### src/mup_pkg.sv
package mup_pkg;
  localparam int unsigned CLK_HZ        = 200_000_000;
  localparam int unsigned BAUD_4800     = 4800;
  localparam int unsigned BAUD_9600     = 9600;
  localparam int unsigned BAUD_19200    = 19200;
  localparam int unsigned BAUD_38400    = 38400;
  // bit periods round down so the device never runs slow
  localparam int unsigned DIV_4800      = CLK_HZ / BAUD_4800;
  localparam int unsigned DIV_9600      = CLK_HZ / BAUD_9600;
  localparam int unsigned DIV_19200     = CLK_HZ / BAUD_19200;
  localparam int unsigned DIV_38400     = CLK_HZ / BAUD_38400;
  localparam int unsigned TIMEOUT_MS    = 20;
  localparam int unsigned TIMEOUT_CYC   = TIMEOUT_MS * (CLK_HZ / 1000);
  localparam int unsigned RESP_US       = 150;
  localparam int unsigned RESP_CYC      = RESP_US * (CLK_HZ / 1_000_000);
  localparam int unsigned ZERO_RUN_BITS = 32;
  localparam int unsigned DATA_BITS     = 8;
  localparam int unsigned FRAME_BITS    = 10;

  localparam logic [5:0] CMD_READ   = 6'h16;
  localparam logic [5:0] CMD_WRITE  = 6'h2a;
  localparam logic [7:0] BULK_ADDR  = 8'haa;
  localparam logic [7:0] PKT_HEADER = 8'h55;
  localparam logic [7:0] PAD_BYTE   = 8'h00;
  localparam logic [4:0] PKT_LAST   = 5'h16;
  localparam logic [4:0] RD_LAST    = 5'h03;
  localparam logic [2:0] WR_LAST    = 3'h3;
  localparam logic [1:0] RATE_19200 = 2'h2;
  localparam logic [1:0] RATE_38400 = 2'h3;

  typedef enum logic [2:0] {
    MUP_IDLE  = 3'h0,
    MUP_ADDR  = 3'h1,
    MUP_WDATA = 3'h2,
    MUP_WAIT  = 3'h3,
    MUP_SEND  = 3'h4
  } mup_state_t;

  typedef enum logic [1:0] {
    MUP_RX_IDLE  = 2'h0,
    MUP_RX_START = 2'h1,
    MUP_RX_DATA  = 2'h2,
    MUP_RX_STOP  = 2'h3
  } mup_rx_state_t;
endpackage

### src/mup_meter_uart.sv
`timescale 1ns/1ps
// How it works
// RULE1: host byte gaps stay within 20 ms
// RULE2: read answer starts 150 us after address
// RULE3: response bytes go out back to back
// RULE4: read command plus 0xAA requests bulk packet
// RULE5: bulk packet is header plus 22 bytes
// RULE6: fixed packet layout, values LSB first
// RULE7: checksum is inverted sum incl. command, header
// RULE8: gap over 20 ms resets the interface
// RULE9: more than 32 zero bits resets interface
// RULE10: bad id or checksum discards whole frame; a bad id drops only its command byte, later bytes are checked as new commands
// RULE11: host waits timeout or resets between frames
// RULE12: characters are 8N1
// RULE13: command carries pattern plus strapped address
// RULE14: baud is 4800, 9600, 19200 or 38400
// RULE15: after reset or discard, next byte starts frame
module mup_meter_uart #(
  parameter int unsigned TIMEOUT_CYC = mup_pkg::TIMEOUT_CYC,
  parameter int unsigned RESP_CYC    = mup_pkg::RESP_CYC,
  parameter int unsigned DIV_4800    = mup_pkg::DIV_4800,
  parameter int unsigned DIV_9600    = mup_pkg::DIV_9600,
  parameter int unsigned DIV_19200   = mup_pkg::DIV_19200,
  parameter int unsigned DIV_38400   = mup_pkg::DIV_38400
) (
  input  wire logic        ref_clk,
  input  wire logic        reset_n,
  input  wire logic        uart_rx_pin,
  output logic             uart_tx_pin,
  input  wire logic        chip_addr_bit_high,
  input  wire logic        chip_addr_bit_low,
  input  wire logic        sclk_bps_pin,
  input  wire logic [1:0]  uart_rate_sel,
  input  wire logic [23:0] current_rms_value,
  input  wire logic [23:0] voltage_rms_value,
  input  wire logic [23:0] fast_current_rms_value,
  input  wire logic [23:0] active_power_value,
  input  wire logic [23:0] energy_pulse_count,
  input  wire logic [15:0] line_frequency_value,
  input  wire logic [7:0]  status_low_value,
  output logic [7:0]       reg_addr,
  input  wire logic [23:0] reg_rd_data,
  output logic             reg_wr_en,
  output logic [23:0]      reg_wr_data
);
  logic [1:0]  rx_sync_q, hi_sync_q, lo_sync_q, bps_sync_q;
  logic        rx_s;
  logic [15:0] div_q, div_d;
  logic        rx_valid, tx_ready, tx_valid, clr, timeout, zero_run;
  logic [7:0]  rx_data, tx_data;

  mup_pkg::mup_state_t state_q, state_d;
  logic [2:0]  cnt_q, cnt_d;
  logic [7:0]  cmd_q, cmd_d, addr_q, addr_d, sum_q, sum_d;
  logic [23:0] wdata_q, wdata_d;
  logic [31:0] gap_q, gap_d, wait_q, wait_d, zero_q, zero_d;
  logic [4:0]  idx_q, idx_d, last_idx;
  logic        pkt_mode_q, pkt_mode_d, wr_q, wr_d, cmd_ok;
  logic [7:0]  pkt_q [0:21];
  logic [7:0]  pkt_d [0:21];

  assign rx_s        = rx_sync_q[1];
  assign reg_addr    = addr_q;
  assign reg_wr_en   = wr_q;
  assign reg_wr_data = wdata_q;
  assign last_idx    = pkt_mode_q ? mup_pkg::PKT_LAST : mup_pkg::RD_LAST; // see RULE5
  assign cmd_ok      = rx_data[1:0] == {hi_sync_q[1], lo_sync_q[1]}; // see RULE13
  assign timeout     = gap_q >= TIMEOUT_CYC; // see RULE8
  assign zero_run    = zero_q > (32'(mup_pkg::ZERO_RUN_BITS) * {16'h0, div_q}); // see RULE9
  assign clr         = timeout || zero_run;
  assign tx_valid    = state_q == mup_pkg::MUP_SEND; // see RULE3
  assign tx_data     = (idx_q == last_idx) ? ~sum_q : pkt_q[idx_q]; // see RULE7

  always_comb begin
    unique case (uart_rate_sel) // see RULE14
      mup_pkg::RATE_19200: div_d = 16'(DIV_19200);
      mup_pkg::RATE_38400: div_d = 16'(DIV_38400);
      default:             div_d = bps_sync_q[1] ? 16'(DIV_9600) : 16'(DIV_4800);
    endcase
  end

  mup_uart_phy u_phy (
    .ref_clk  (ref_clk),
    .reset_n  (reset_n),
    .clr      (clr),
    .bit_div  (div_q),
    .rx_in    (rx_s),
    .rx_valid (rx_valid),
    .rx_data  (rx_data),
    .tx_valid (tx_valid),
    .tx_data  (tx_data),
    .tx_ready (tx_ready),
    .tx_out   (uart_tx_pin)
  );

  always_comb begin
    state_d    = state_q;
    cnt_d      = cnt_q;
    cmd_d      = cmd_q;
    addr_d     = addr_q;
    sum_d      = sum_q;
    wdata_d    = wdata_q;
    idx_d      = idx_q;
    pkt_mode_d = pkt_mode_q;
    wr_d       = 1'b0;
    pkt_d      = pkt_q;
    wait_d     = 32'h0;
    zero_d     = rx_s ? 32'h0 : zero_q + 32'h1;
    // the gap clock runs only inside a host frame
    gap_d      = (state_q == mup_pkg::MUP_ADDR || state_q == mup_pkg::MUP_WDATA) && !rx_valid ? gap_q + 32'h1 : 32'h0;
    unique case (state_q)
      mup_pkg::MUP_IDLE: begin
        if (rx_valid && cmd_ok && (rx_data[7:2] == mup_pkg::CMD_READ || rx_data[7:2] == mup_pkg::CMD_WRITE)) begin
          cmd_d   = rx_data;
          sum_d   = rx_data;
          state_d = mup_pkg::MUP_ADDR;
        end // others discarded, see RULE10
      end
      mup_pkg::MUP_ADDR: begin
        if (rx_valid) begin
          addr_d = rx_data;
          cnt_d  = 3'h0;
          if (cmd_q[7:2] == mup_pkg::CMD_WRITE) begin
            sum_d   = sum_q + rx_data;
            state_d = mup_pkg::MUP_WDATA;
          end else begin
            pkt_mode_d = rx_data == mup_pkg::BULK_ADDR; // see RULE4
            sum_d      = (rx_data == mup_pkg::BULK_ADDR) ? sum_q : sum_q + rx_data;
            state_d    = mup_pkg::MUP_WAIT;
          end
        end
      end
      mup_pkg::MUP_WDATA: begin
        if (rx_valid) begin
          cnt_d = cnt_q + 3'h1;
          if (cnt_q == mup_pkg::WR_LAST) begin
            wr_d    = rx_data == ~sum_q; // see RULE10
            state_d = mup_pkg::MUP_IDLE;
          end else begin
            wdata_d = {rx_data, wdata_q[23:8]};
            sum_d   = sum_q + rx_data;
          end
        end
      end
      mup_pkg::MUP_WAIT: begin
        wait_d = wait_q + 32'h1;
        if (wait_q == RESP_CYC - 1) begin // see RULE2
          // values are frozen here so a packet is one coherent snapshot
          idx_d = 5'h0;
          if (pkt_mode_q) begin // see RULE6
            pkt_d[0] = mup_pkg::PKT_HEADER;
            for (int i = 0; i < 3; i++) begin
              pkt_d[1 + i]  = current_rms_value[8*i +: 8];
              pkt_d[4 + i]  = voltage_rms_value[8*i +: 8];
              pkt_d[7 + i]  = fast_current_rms_value[8*i +: 8];
              pkt_d[10 + i] = active_power_value[8*i +: 8];
              pkt_d[13 + i] = energy_pulse_count[8*i +: 8];
            end
            pkt_d[16] = line_frequency_value[7:0];
            pkt_d[17] = line_frequency_value[15:8];
            pkt_d[18] = mup_pkg::PAD_BYTE;
            pkt_d[19] = status_low_value;
            pkt_d[20] = mup_pkg::PAD_BYTE;
            pkt_d[21] = mup_pkg::PAD_BYTE;
          end else begin
            pkt_d[0] = reg_rd_data[7:0];
            pkt_d[1] = reg_rd_data[15:8];
            pkt_d[2] = reg_rd_data[23:16];
          end
          state_d = mup_pkg::MUP_SEND;
        end
      end
      mup_pkg::MUP_SEND: begin
        if (tx_ready) begin
          idx_d = idx_q + 5'h1;
          sum_d = sum_q + tx_data; // see RULE7
          if (idx_q == last_idx) state_d = mup_pkg::MUP_IDLE;
        end
      end
      default: state_d = mup_pkg::MUP_IDLE;
    endcase
    if (clr) begin // see RULE15
      state_d = mup_pkg::MUP_IDLE;
      wr_d    = 1'b0;
      gap_d   = 32'h0;
      zero_d  = 32'h0;
    end
  end

  always_ff @(posedge ref_clk) begin
    if (!reset_n) begin
      rx_sync_q  <= 2'h3;
      hi_sync_q  <= 2'h0;
      lo_sync_q  <= 2'h0;
      bps_sync_q <= 2'h0;
      div_q      <= 16'h0;
      state_q    <= mup_pkg::MUP_IDLE;
      cnt_q      <= 3'h0;
      cmd_q      <= 8'h0;
      addr_q     <= 8'h0;
      sum_q      <= 8'h0;
      wdata_q    <= 24'h0;
      gap_q      <= 32'h0;
      wait_q     <= 32'h0;
      zero_q     <= 32'h0;
      idx_q      <= 5'h0;
      pkt_mode_q <= 1'b0;
      wr_q       <= 1'b0;
      for (int i = 0; i < 22; i++) pkt_q[i] <= 8'h0;
    end else begin
      rx_sync_q  <= {rx_sync_q[0], uart_rx_pin};
      hi_sync_q  <= {hi_sync_q[0], chip_addr_bit_high};
      lo_sync_q  <= {lo_sync_q[0], chip_addr_bit_low};
      bps_sync_q <= {bps_sync_q[0], sclk_bps_pin};
      div_q      <= div_d;
      state_q    <= state_d;
      cnt_q      <= cnt_d;
      cmd_q      <= cmd_d;
      addr_q     <= addr_d;
      sum_q      <= sum_d;
      wdata_q    <= wdata_d;
      gap_q      <= gap_d;
      wait_q     <= wait_d;
      zero_q     <= zero_d;
      idx_q      <= idx_d;
      pkt_mode_q <= pkt_mode_d;
      wr_q       <= wr_d;
      pkt_q      <= pkt_d;
    end
  end
endmodule

### src/mup_uart_phy.sv
`timescale 1ns/1ps
module mup_uart_phy (
  input  wire logic        ref_clk,
  input  wire logic        reset_n,
  input  wire logic        clr,
  input  wire logic [15:0] bit_div,
  input  wire logic        rx_in,
  output logic             rx_valid,
  output logic [7:0]       rx_data,
  input  wire logic        tx_valid,
  input  wire logic [7:0]  tx_data,
  output logic             tx_ready,
  output logic             tx_out
);
  mup_pkg::mup_rx_state_t rx_st_q, rx_st_d;
  logic [15:0] rx_cnt_q, rx_cnt_d;
  logic [3:0]  rx_bit_q, rx_bit_d;
  logic [7:0]  rx_sh_q, rx_sh_d;
  logic        rx_prev_q, rx_vld_q, rx_vld_d;
  logic [15:0] tx_cnt_q, tx_cnt_d;
  logic [3:0]  tx_bit_q, tx_bit_d;
  logic [9:0]  tx_sh_q, tx_sh_d;
  logic        tx_busy_q, tx_busy_d;

  assign rx_valid = rx_vld_q;
  assign rx_data  = rx_sh_q;
  assign tx_ready = !tx_busy_q;
  assign tx_out   = tx_sh_q[0];

  always_comb begin
    rx_st_d  = rx_st_q;
    rx_cnt_d = rx_cnt_q;
    rx_bit_d = rx_bit_q;
    rx_sh_d  = rx_sh_q;
    rx_vld_d = 1'b0;
    if (rx_cnt_q != 16'h0) rx_cnt_d = rx_cnt_q - 16'h1;
    unique case (rx_st_q)
      mup_pkg::MUP_RX_IDLE: begin
        // a falling edge is needed, so a long zero run cannot restart a byte
        if (rx_prev_q && !rx_in) begin
          rx_st_d  = mup_pkg::MUP_RX_START;
          rx_cnt_d = {1'b0, bit_div[15:1]};
        end
      end
      mup_pkg::MUP_RX_START: begin
        if (rx_cnt_q == 16'h0) begin
          rx_st_d  = rx_in ? mup_pkg::MUP_RX_IDLE : mup_pkg::MUP_RX_DATA;
          // the zero-count cycle is part of the bit, so reload one short or the sample drifts late
          rx_cnt_d = bit_div - 16'h1;
          rx_bit_d = 4'h0;
        end
      end
      mup_pkg::MUP_RX_DATA: begin
        if (rx_cnt_q == 16'h0) begin
          rx_sh_d  = {rx_in, rx_sh_q[7:1]}; // see RULE12
          rx_bit_d = rx_bit_q + 4'h1;
          rx_cnt_d = bit_div - 16'h1;
          if (rx_bit_q == 4'(mup_pkg::DATA_BITS - 1)) rx_st_d = mup_pkg::MUP_RX_STOP;
        end
      end
      mup_pkg::MUP_RX_STOP: begin
        if (rx_cnt_q == 16'h0) begin
          rx_vld_d = rx_in; // see RULE12
          rx_st_d  = mup_pkg::MUP_RX_IDLE;
        end
      end
    endcase
    if (clr) begin
      rx_st_d  = mup_pkg::MUP_RX_IDLE;
      rx_vld_d = 1'b0;
    end
  end

  always_comb begin
    tx_cnt_d  = tx_cnt_q;
    tx_bit_d  = tx_bit_q;
    tx_sh_d   = tx_sh_q;
    tx_busy_d = tx_busy_q;
    if (!tx_busy_q) begin
      if (tx_valid) begin
        tx_sh_d   = {1'b1, tx_data, 1'b0}; // see RULE12
        tx_busy_d = 1'b1;
        tx_cnt_d  = bit_div - 16'h1;
        tx_bit_d  = 4'h0;
      end
    end else if (tx_cnt_q != 16'h0) begin
      tx_cnt_d = tx_cnt_q - 16'h1;
    end else begin
      tx_sh_d  = {1'b1, tx_sh_q[9:1]};
      tx_cnt_d = bit_div - 16'h1;
      tx_bit_d = tx_bit_q + 4'h1;
      if (tx_bit_q == 4'(mup_pkg::FRAME_BITS - 1)) tx_busy_d = 1'b0;
    end
    if (clr) begin
      tx_sh_d   = 10'h3ff;
      tx_busy_d = 1'b0;
    end
  end

  always_ff @(posedge ref_clk) begin
    if (!reset_n) begin
      rx_st_q   <= mup_pkg::MUP_RX_IDLE;
      rx_cnt_q  <= 16'h0;
      rx_bit_q  <= 4'h0;
      rx_sh_q   <= 8'h0;
      rx_prev_q <= 1'b1;
      rx_vld_q  <= 1'b0;
      tx_cnt_q  <= 16'h0;
      tx_bit_q  <= 4'h0;
      tx_sh_q   <= 10'h3ff;
      tx_busy_q <= 1'b0;
    end else begin
      rx_st_q   <= rx_st_d;
      rx_cnt_q  <= rx_cnt_d;
      rx_bit_q  <= rx_bit_d;
      rx_sh_q   <= rx_sh_d;
      rx_prev_q <= rx_in;
      rx_vld_q  <= rx_vld_d;
      tx_cnt_q  <= tx_cnt_d;
      tx_bit_q  <= tx_bit_d;
      tx_sh_q   <= tx_sh_d;
      tx_busy_q <= tx_busy_d;
    end
  end
endmodule

### config.mk
export PLATFORM = sky130hd
export DESIGN_NAME = mup_meter_uart
export DESIGN_NICKNAME = d
export VERILOG_FILES = /design/src/mup_pkg.sv /design/src/mup_meter_uart.sv /design/src/mup_uart_phy.sv
export SDC_FILE = /design/constraint.sdc
export NUM_CORES = 1
export LEC_CHECK = 0
export BUFFER_PORTS_ARGS = -buffer_cell sky130_fd_sc_hd__buf_2
export CAP_MARGIN = 0
export CORE_ASPECT_RATIO = 0.6
export CORE_MARGIN = 2
export CORE_UTILIZATION = 45
export DETAILED_ROUTE_END_ITERATION = 8
export GPL_ROUTABILITY_DRIVEN = 0
export MAX_ROUTING_LAYER = met4
export SLEW_MARGIN = 20
export SYNTH_ARGS = -nofsm -noshare
export SYNTH_HDL_FRONTEND = slang
export SYNTH_SLANG_ARGS = --single-unit
### constraint.sdc
create_clock -name ref_clk -period 5 [get_ports ref_clk]
set_input_delay 0.5 -clock ref_clk [delete_from_list [all_inputs] [get_ports ref_clk]]
set_output_delay 0.5 -clock ref_clk [all_outputs]
set_load 0.05 [all_outputs]
==> results.toml <==
[outcome]
outcome = "completed"

[cts]
cts_tree = "yes"
cts.sinks = 386
clkTransAtPathRegs_ps = 70
cts.hold.buffers_added = 0
cts_resized = 0
clock_path_buffers = 3
clock-root-buffer = "clkbuf_16"
clock_latency_ps = 540
cts_buffers = 38
htreeDepth = 2
cts_setup_buffers = 0

[worst_setup_path]
worst-setup-path-type = "flip-flop to flip-flop"
required_ps = 5460
cp.arrival_ps = 4730
cp_slowest_cell = "dfxtp_2"
critPathLaunchType = "flip-flop"
slowest_delay_ps = 710
endpoint_kind = "flip-flop"
cpMostUsedCell = "a21oi_1"
crit_fanout = 16
cp_cell_sequence = "mux4_2 -> nor2b_1 -> a211oi_1 -> a21oi_1 -> a21oi_1 -> a21o_1 -> inv_1 -> ha_1 -> a21o_1 -> a21oi_1 -> o21ai_0 -> nor4_1 -> o21ai_0 -> or4b_1 -> o211ai_2"

[timing]
relSlewSlack = 0.313
setup_viol = 0
finalSetupTns_ps = 0
worst_pin_slew_ps = 1020
skew_ps = 18.5
fin_ws_ps = 728
fin_crit_ps = 4270
maxSlewViolCount = 0
hold_ws_ps = 149
hold_violations = 0
rsz0062_at_grt = "false"
fmax_mhz = 234
period_share = 0.854

[finish]
final_area_um2 = 20500
seqCellArea_um2 = 7730
multi_input_area_um2 = 9460
fin_nets = 2524
area.growth.synth_to_final_pct = 14.9
nFillCells = 3760
drive_gt1_frac = 0.154

[pwr]
p_leak_uw = 0.00742
p_total_uw = 6870
power_density_nw_per_um2 = 335
ir_drop_v = 0.000208

[detailed_routing]
drc = 0
drt_wl_total_mm = 48.7
drt_iter0_drc = 1137
first_pass_iters = 5
vias = 15500
wire_per_inst_um = 17.1
ant_nets = 0
vias_per_cell = 5.44

[global_route]
grt_overflow_total = 0
grt_pass1_wl_mm = 78.6
first_global_vias = 14600
grt_max_degree = 187
antenna_found_initial = 1
track_usage = 0.244

[placed_design]
dp_hpwl_mm = 34.8
place_area_um2 = 19200
io_buffers = 209
post-place-ws_ps = 712

[min_path]
hp-class = "input pin to flip-flop"

[floorplanning]
num_io_pins = 210
die_area_um2 = 41300
coreArea_um2 = 39100
die_w_um = 261
die_h_um = 158
initial_core_util = 0.456
fp-row-count = 56

[synth]
async_reset_ff_frac = 0
synth_top_cell_area_share = 0.433
ys_dominant_reg_cell = "dfxtp_1"
syn_inst = 2153
syn_area_per_cell_um2 = 8.28
synth_edf_count = 0
yosysTopAreaCell = "dfxtp_1"
yosysWarnings = 0
synthTopCellsByCount = "nand2_1 (486), dfxtp_1 (386), a21oi_1 (230)"
synthMostInstantiatedCell = "nand2_1"
ys_ff_latch = 386
ys_top_cells_by_area = "dfxtp_1 (43%), nand2_1 (10%), a21oi_1 (6.5%), nor2_1 (4.3%), mux4_2 (3.9%)"
synth_seq_area_share = 0.433
syn-cell-area_um2 = 17800
ys_types = 79

[run]
drv_cap = 0
==> sequential cells by signal (all words and copies together), names as in the netlist, 3 cells and up, named ones only <==
name / cells
cmd_q: 6
cnt_q: 3
div_q: 9
gap_q: 32
idx_q: 5
pkt_q: 152
reg_addr: 8
reg_wr_data: 24
state_q: 3
sum_q: 8
u_phy.rx_bit_q: 4
u_phy.rx_cnt_q: 16
u_phy.rx_data: 8
u_phy.tx_bit_q: 4
u_phy.tx_cnt_q: 16
u_phy.tx_sh_q: 9
wait_q: 32
zero_q: 32
==> layout by cell type, fill, tap and decap left out, types with 43 or more instances in the layout <==
cell	instances
nand2_1	485
dfxtp_1	384
a21oi_1	230
buf_2	209
nor2_1	205
xnor2_1	54
o21ai_0	52
xor2_1	51
inv_1	48
nand3_1	43
ha_1	43
==> power breakdown <==
group / leakage [uW] / total [uW] / internal, uW / switching [uW]
registers: 0.00312 / 3200 / 3140 / 62.2
clock network: 0.000633 / 2970 / 1750 / 1220
logic: 0.00367 / 699 / 286 / 413
==> critical path: cells and delay by family (launching register included) <==
family / cells / cell delay, ps
buf+inv: 1 / 50
compound gates: 9 / 1700
mux: 1 / 610
fa+ha+maj: 1 / 260
flops: 1 / 710
simple gates: 3 / 860
==> routing by layer <==
layer / track usage / up-vias / wire, um
li1: - / 7683 / -
met1: 0.364 / 7373 / 24800
met2: 0.339 / 417 / 19700
met3: 0.0477 / 60 / 3430
met4: 0.0457 / 0 / 755
met5: - / - / 0
==> per-stage QoR <==
stage,utilization,cells
6_report,0.524,2855
3_3_place_gp,0.491,2786
3_5_place_dp,0.491,2786
5_1_grt,0.524,2855
2_1_floorplan,-,2172
4_1_cts,0.524,2854
==> cell type report <==
| cell class | count | area share |
|---|---|---|
| clock inverters | 14 | 0.00861 |
| diodes | 1 | 0.000122 |
| well taps | 522 | 0.0319 |
| inverters | 49 | 0.00922 |
| flip-flops and latches | 386 | 0.377 |
| repair buffers | 223 | 0.0580 |
| multi-input cells | 1606 | 0.461 |
| clock buffers | 54 | 0.0538 |
==> cell families (layout without fill, tap and decap cells) <==
group	after synthesis	in the layout	synth area share
muxes	83	83	0.0694
xor gates and xnor gates	105	105	0.0516
adders and majority gates	44	44	0.0313
and+or+nand+nor	932	932	0.231
AOI/OAI and AO/OA	422	422	0.142
buffers and inverters	180	340	0.0415
other	1	21	0.000210
DFF	386	386	0.433
==> path summary, 6_finish.rpt <==
kind         depth (start not counted)  slack [ps]                       to               startpoint
max                                 15         730    sum_q[7]$_SDFFE_PN0P_    idx_q[0]$_SDFFE_PN0P_
min                                  2         150  rx_sync_q[0]$_SDFF_PN1_              uart_rx_pin
max reg2reg                         15         730    sum_q[7]$_SDFFE_PN0P_    idx_q[0]$_SDFFE_PN0P_
min reg2reg                          1         440  rx_sync_q[1]$_SDFF_PN1_  rx_sync_q[0]$_SDFF_PN1_
Power figures use the tool's default switching activity.
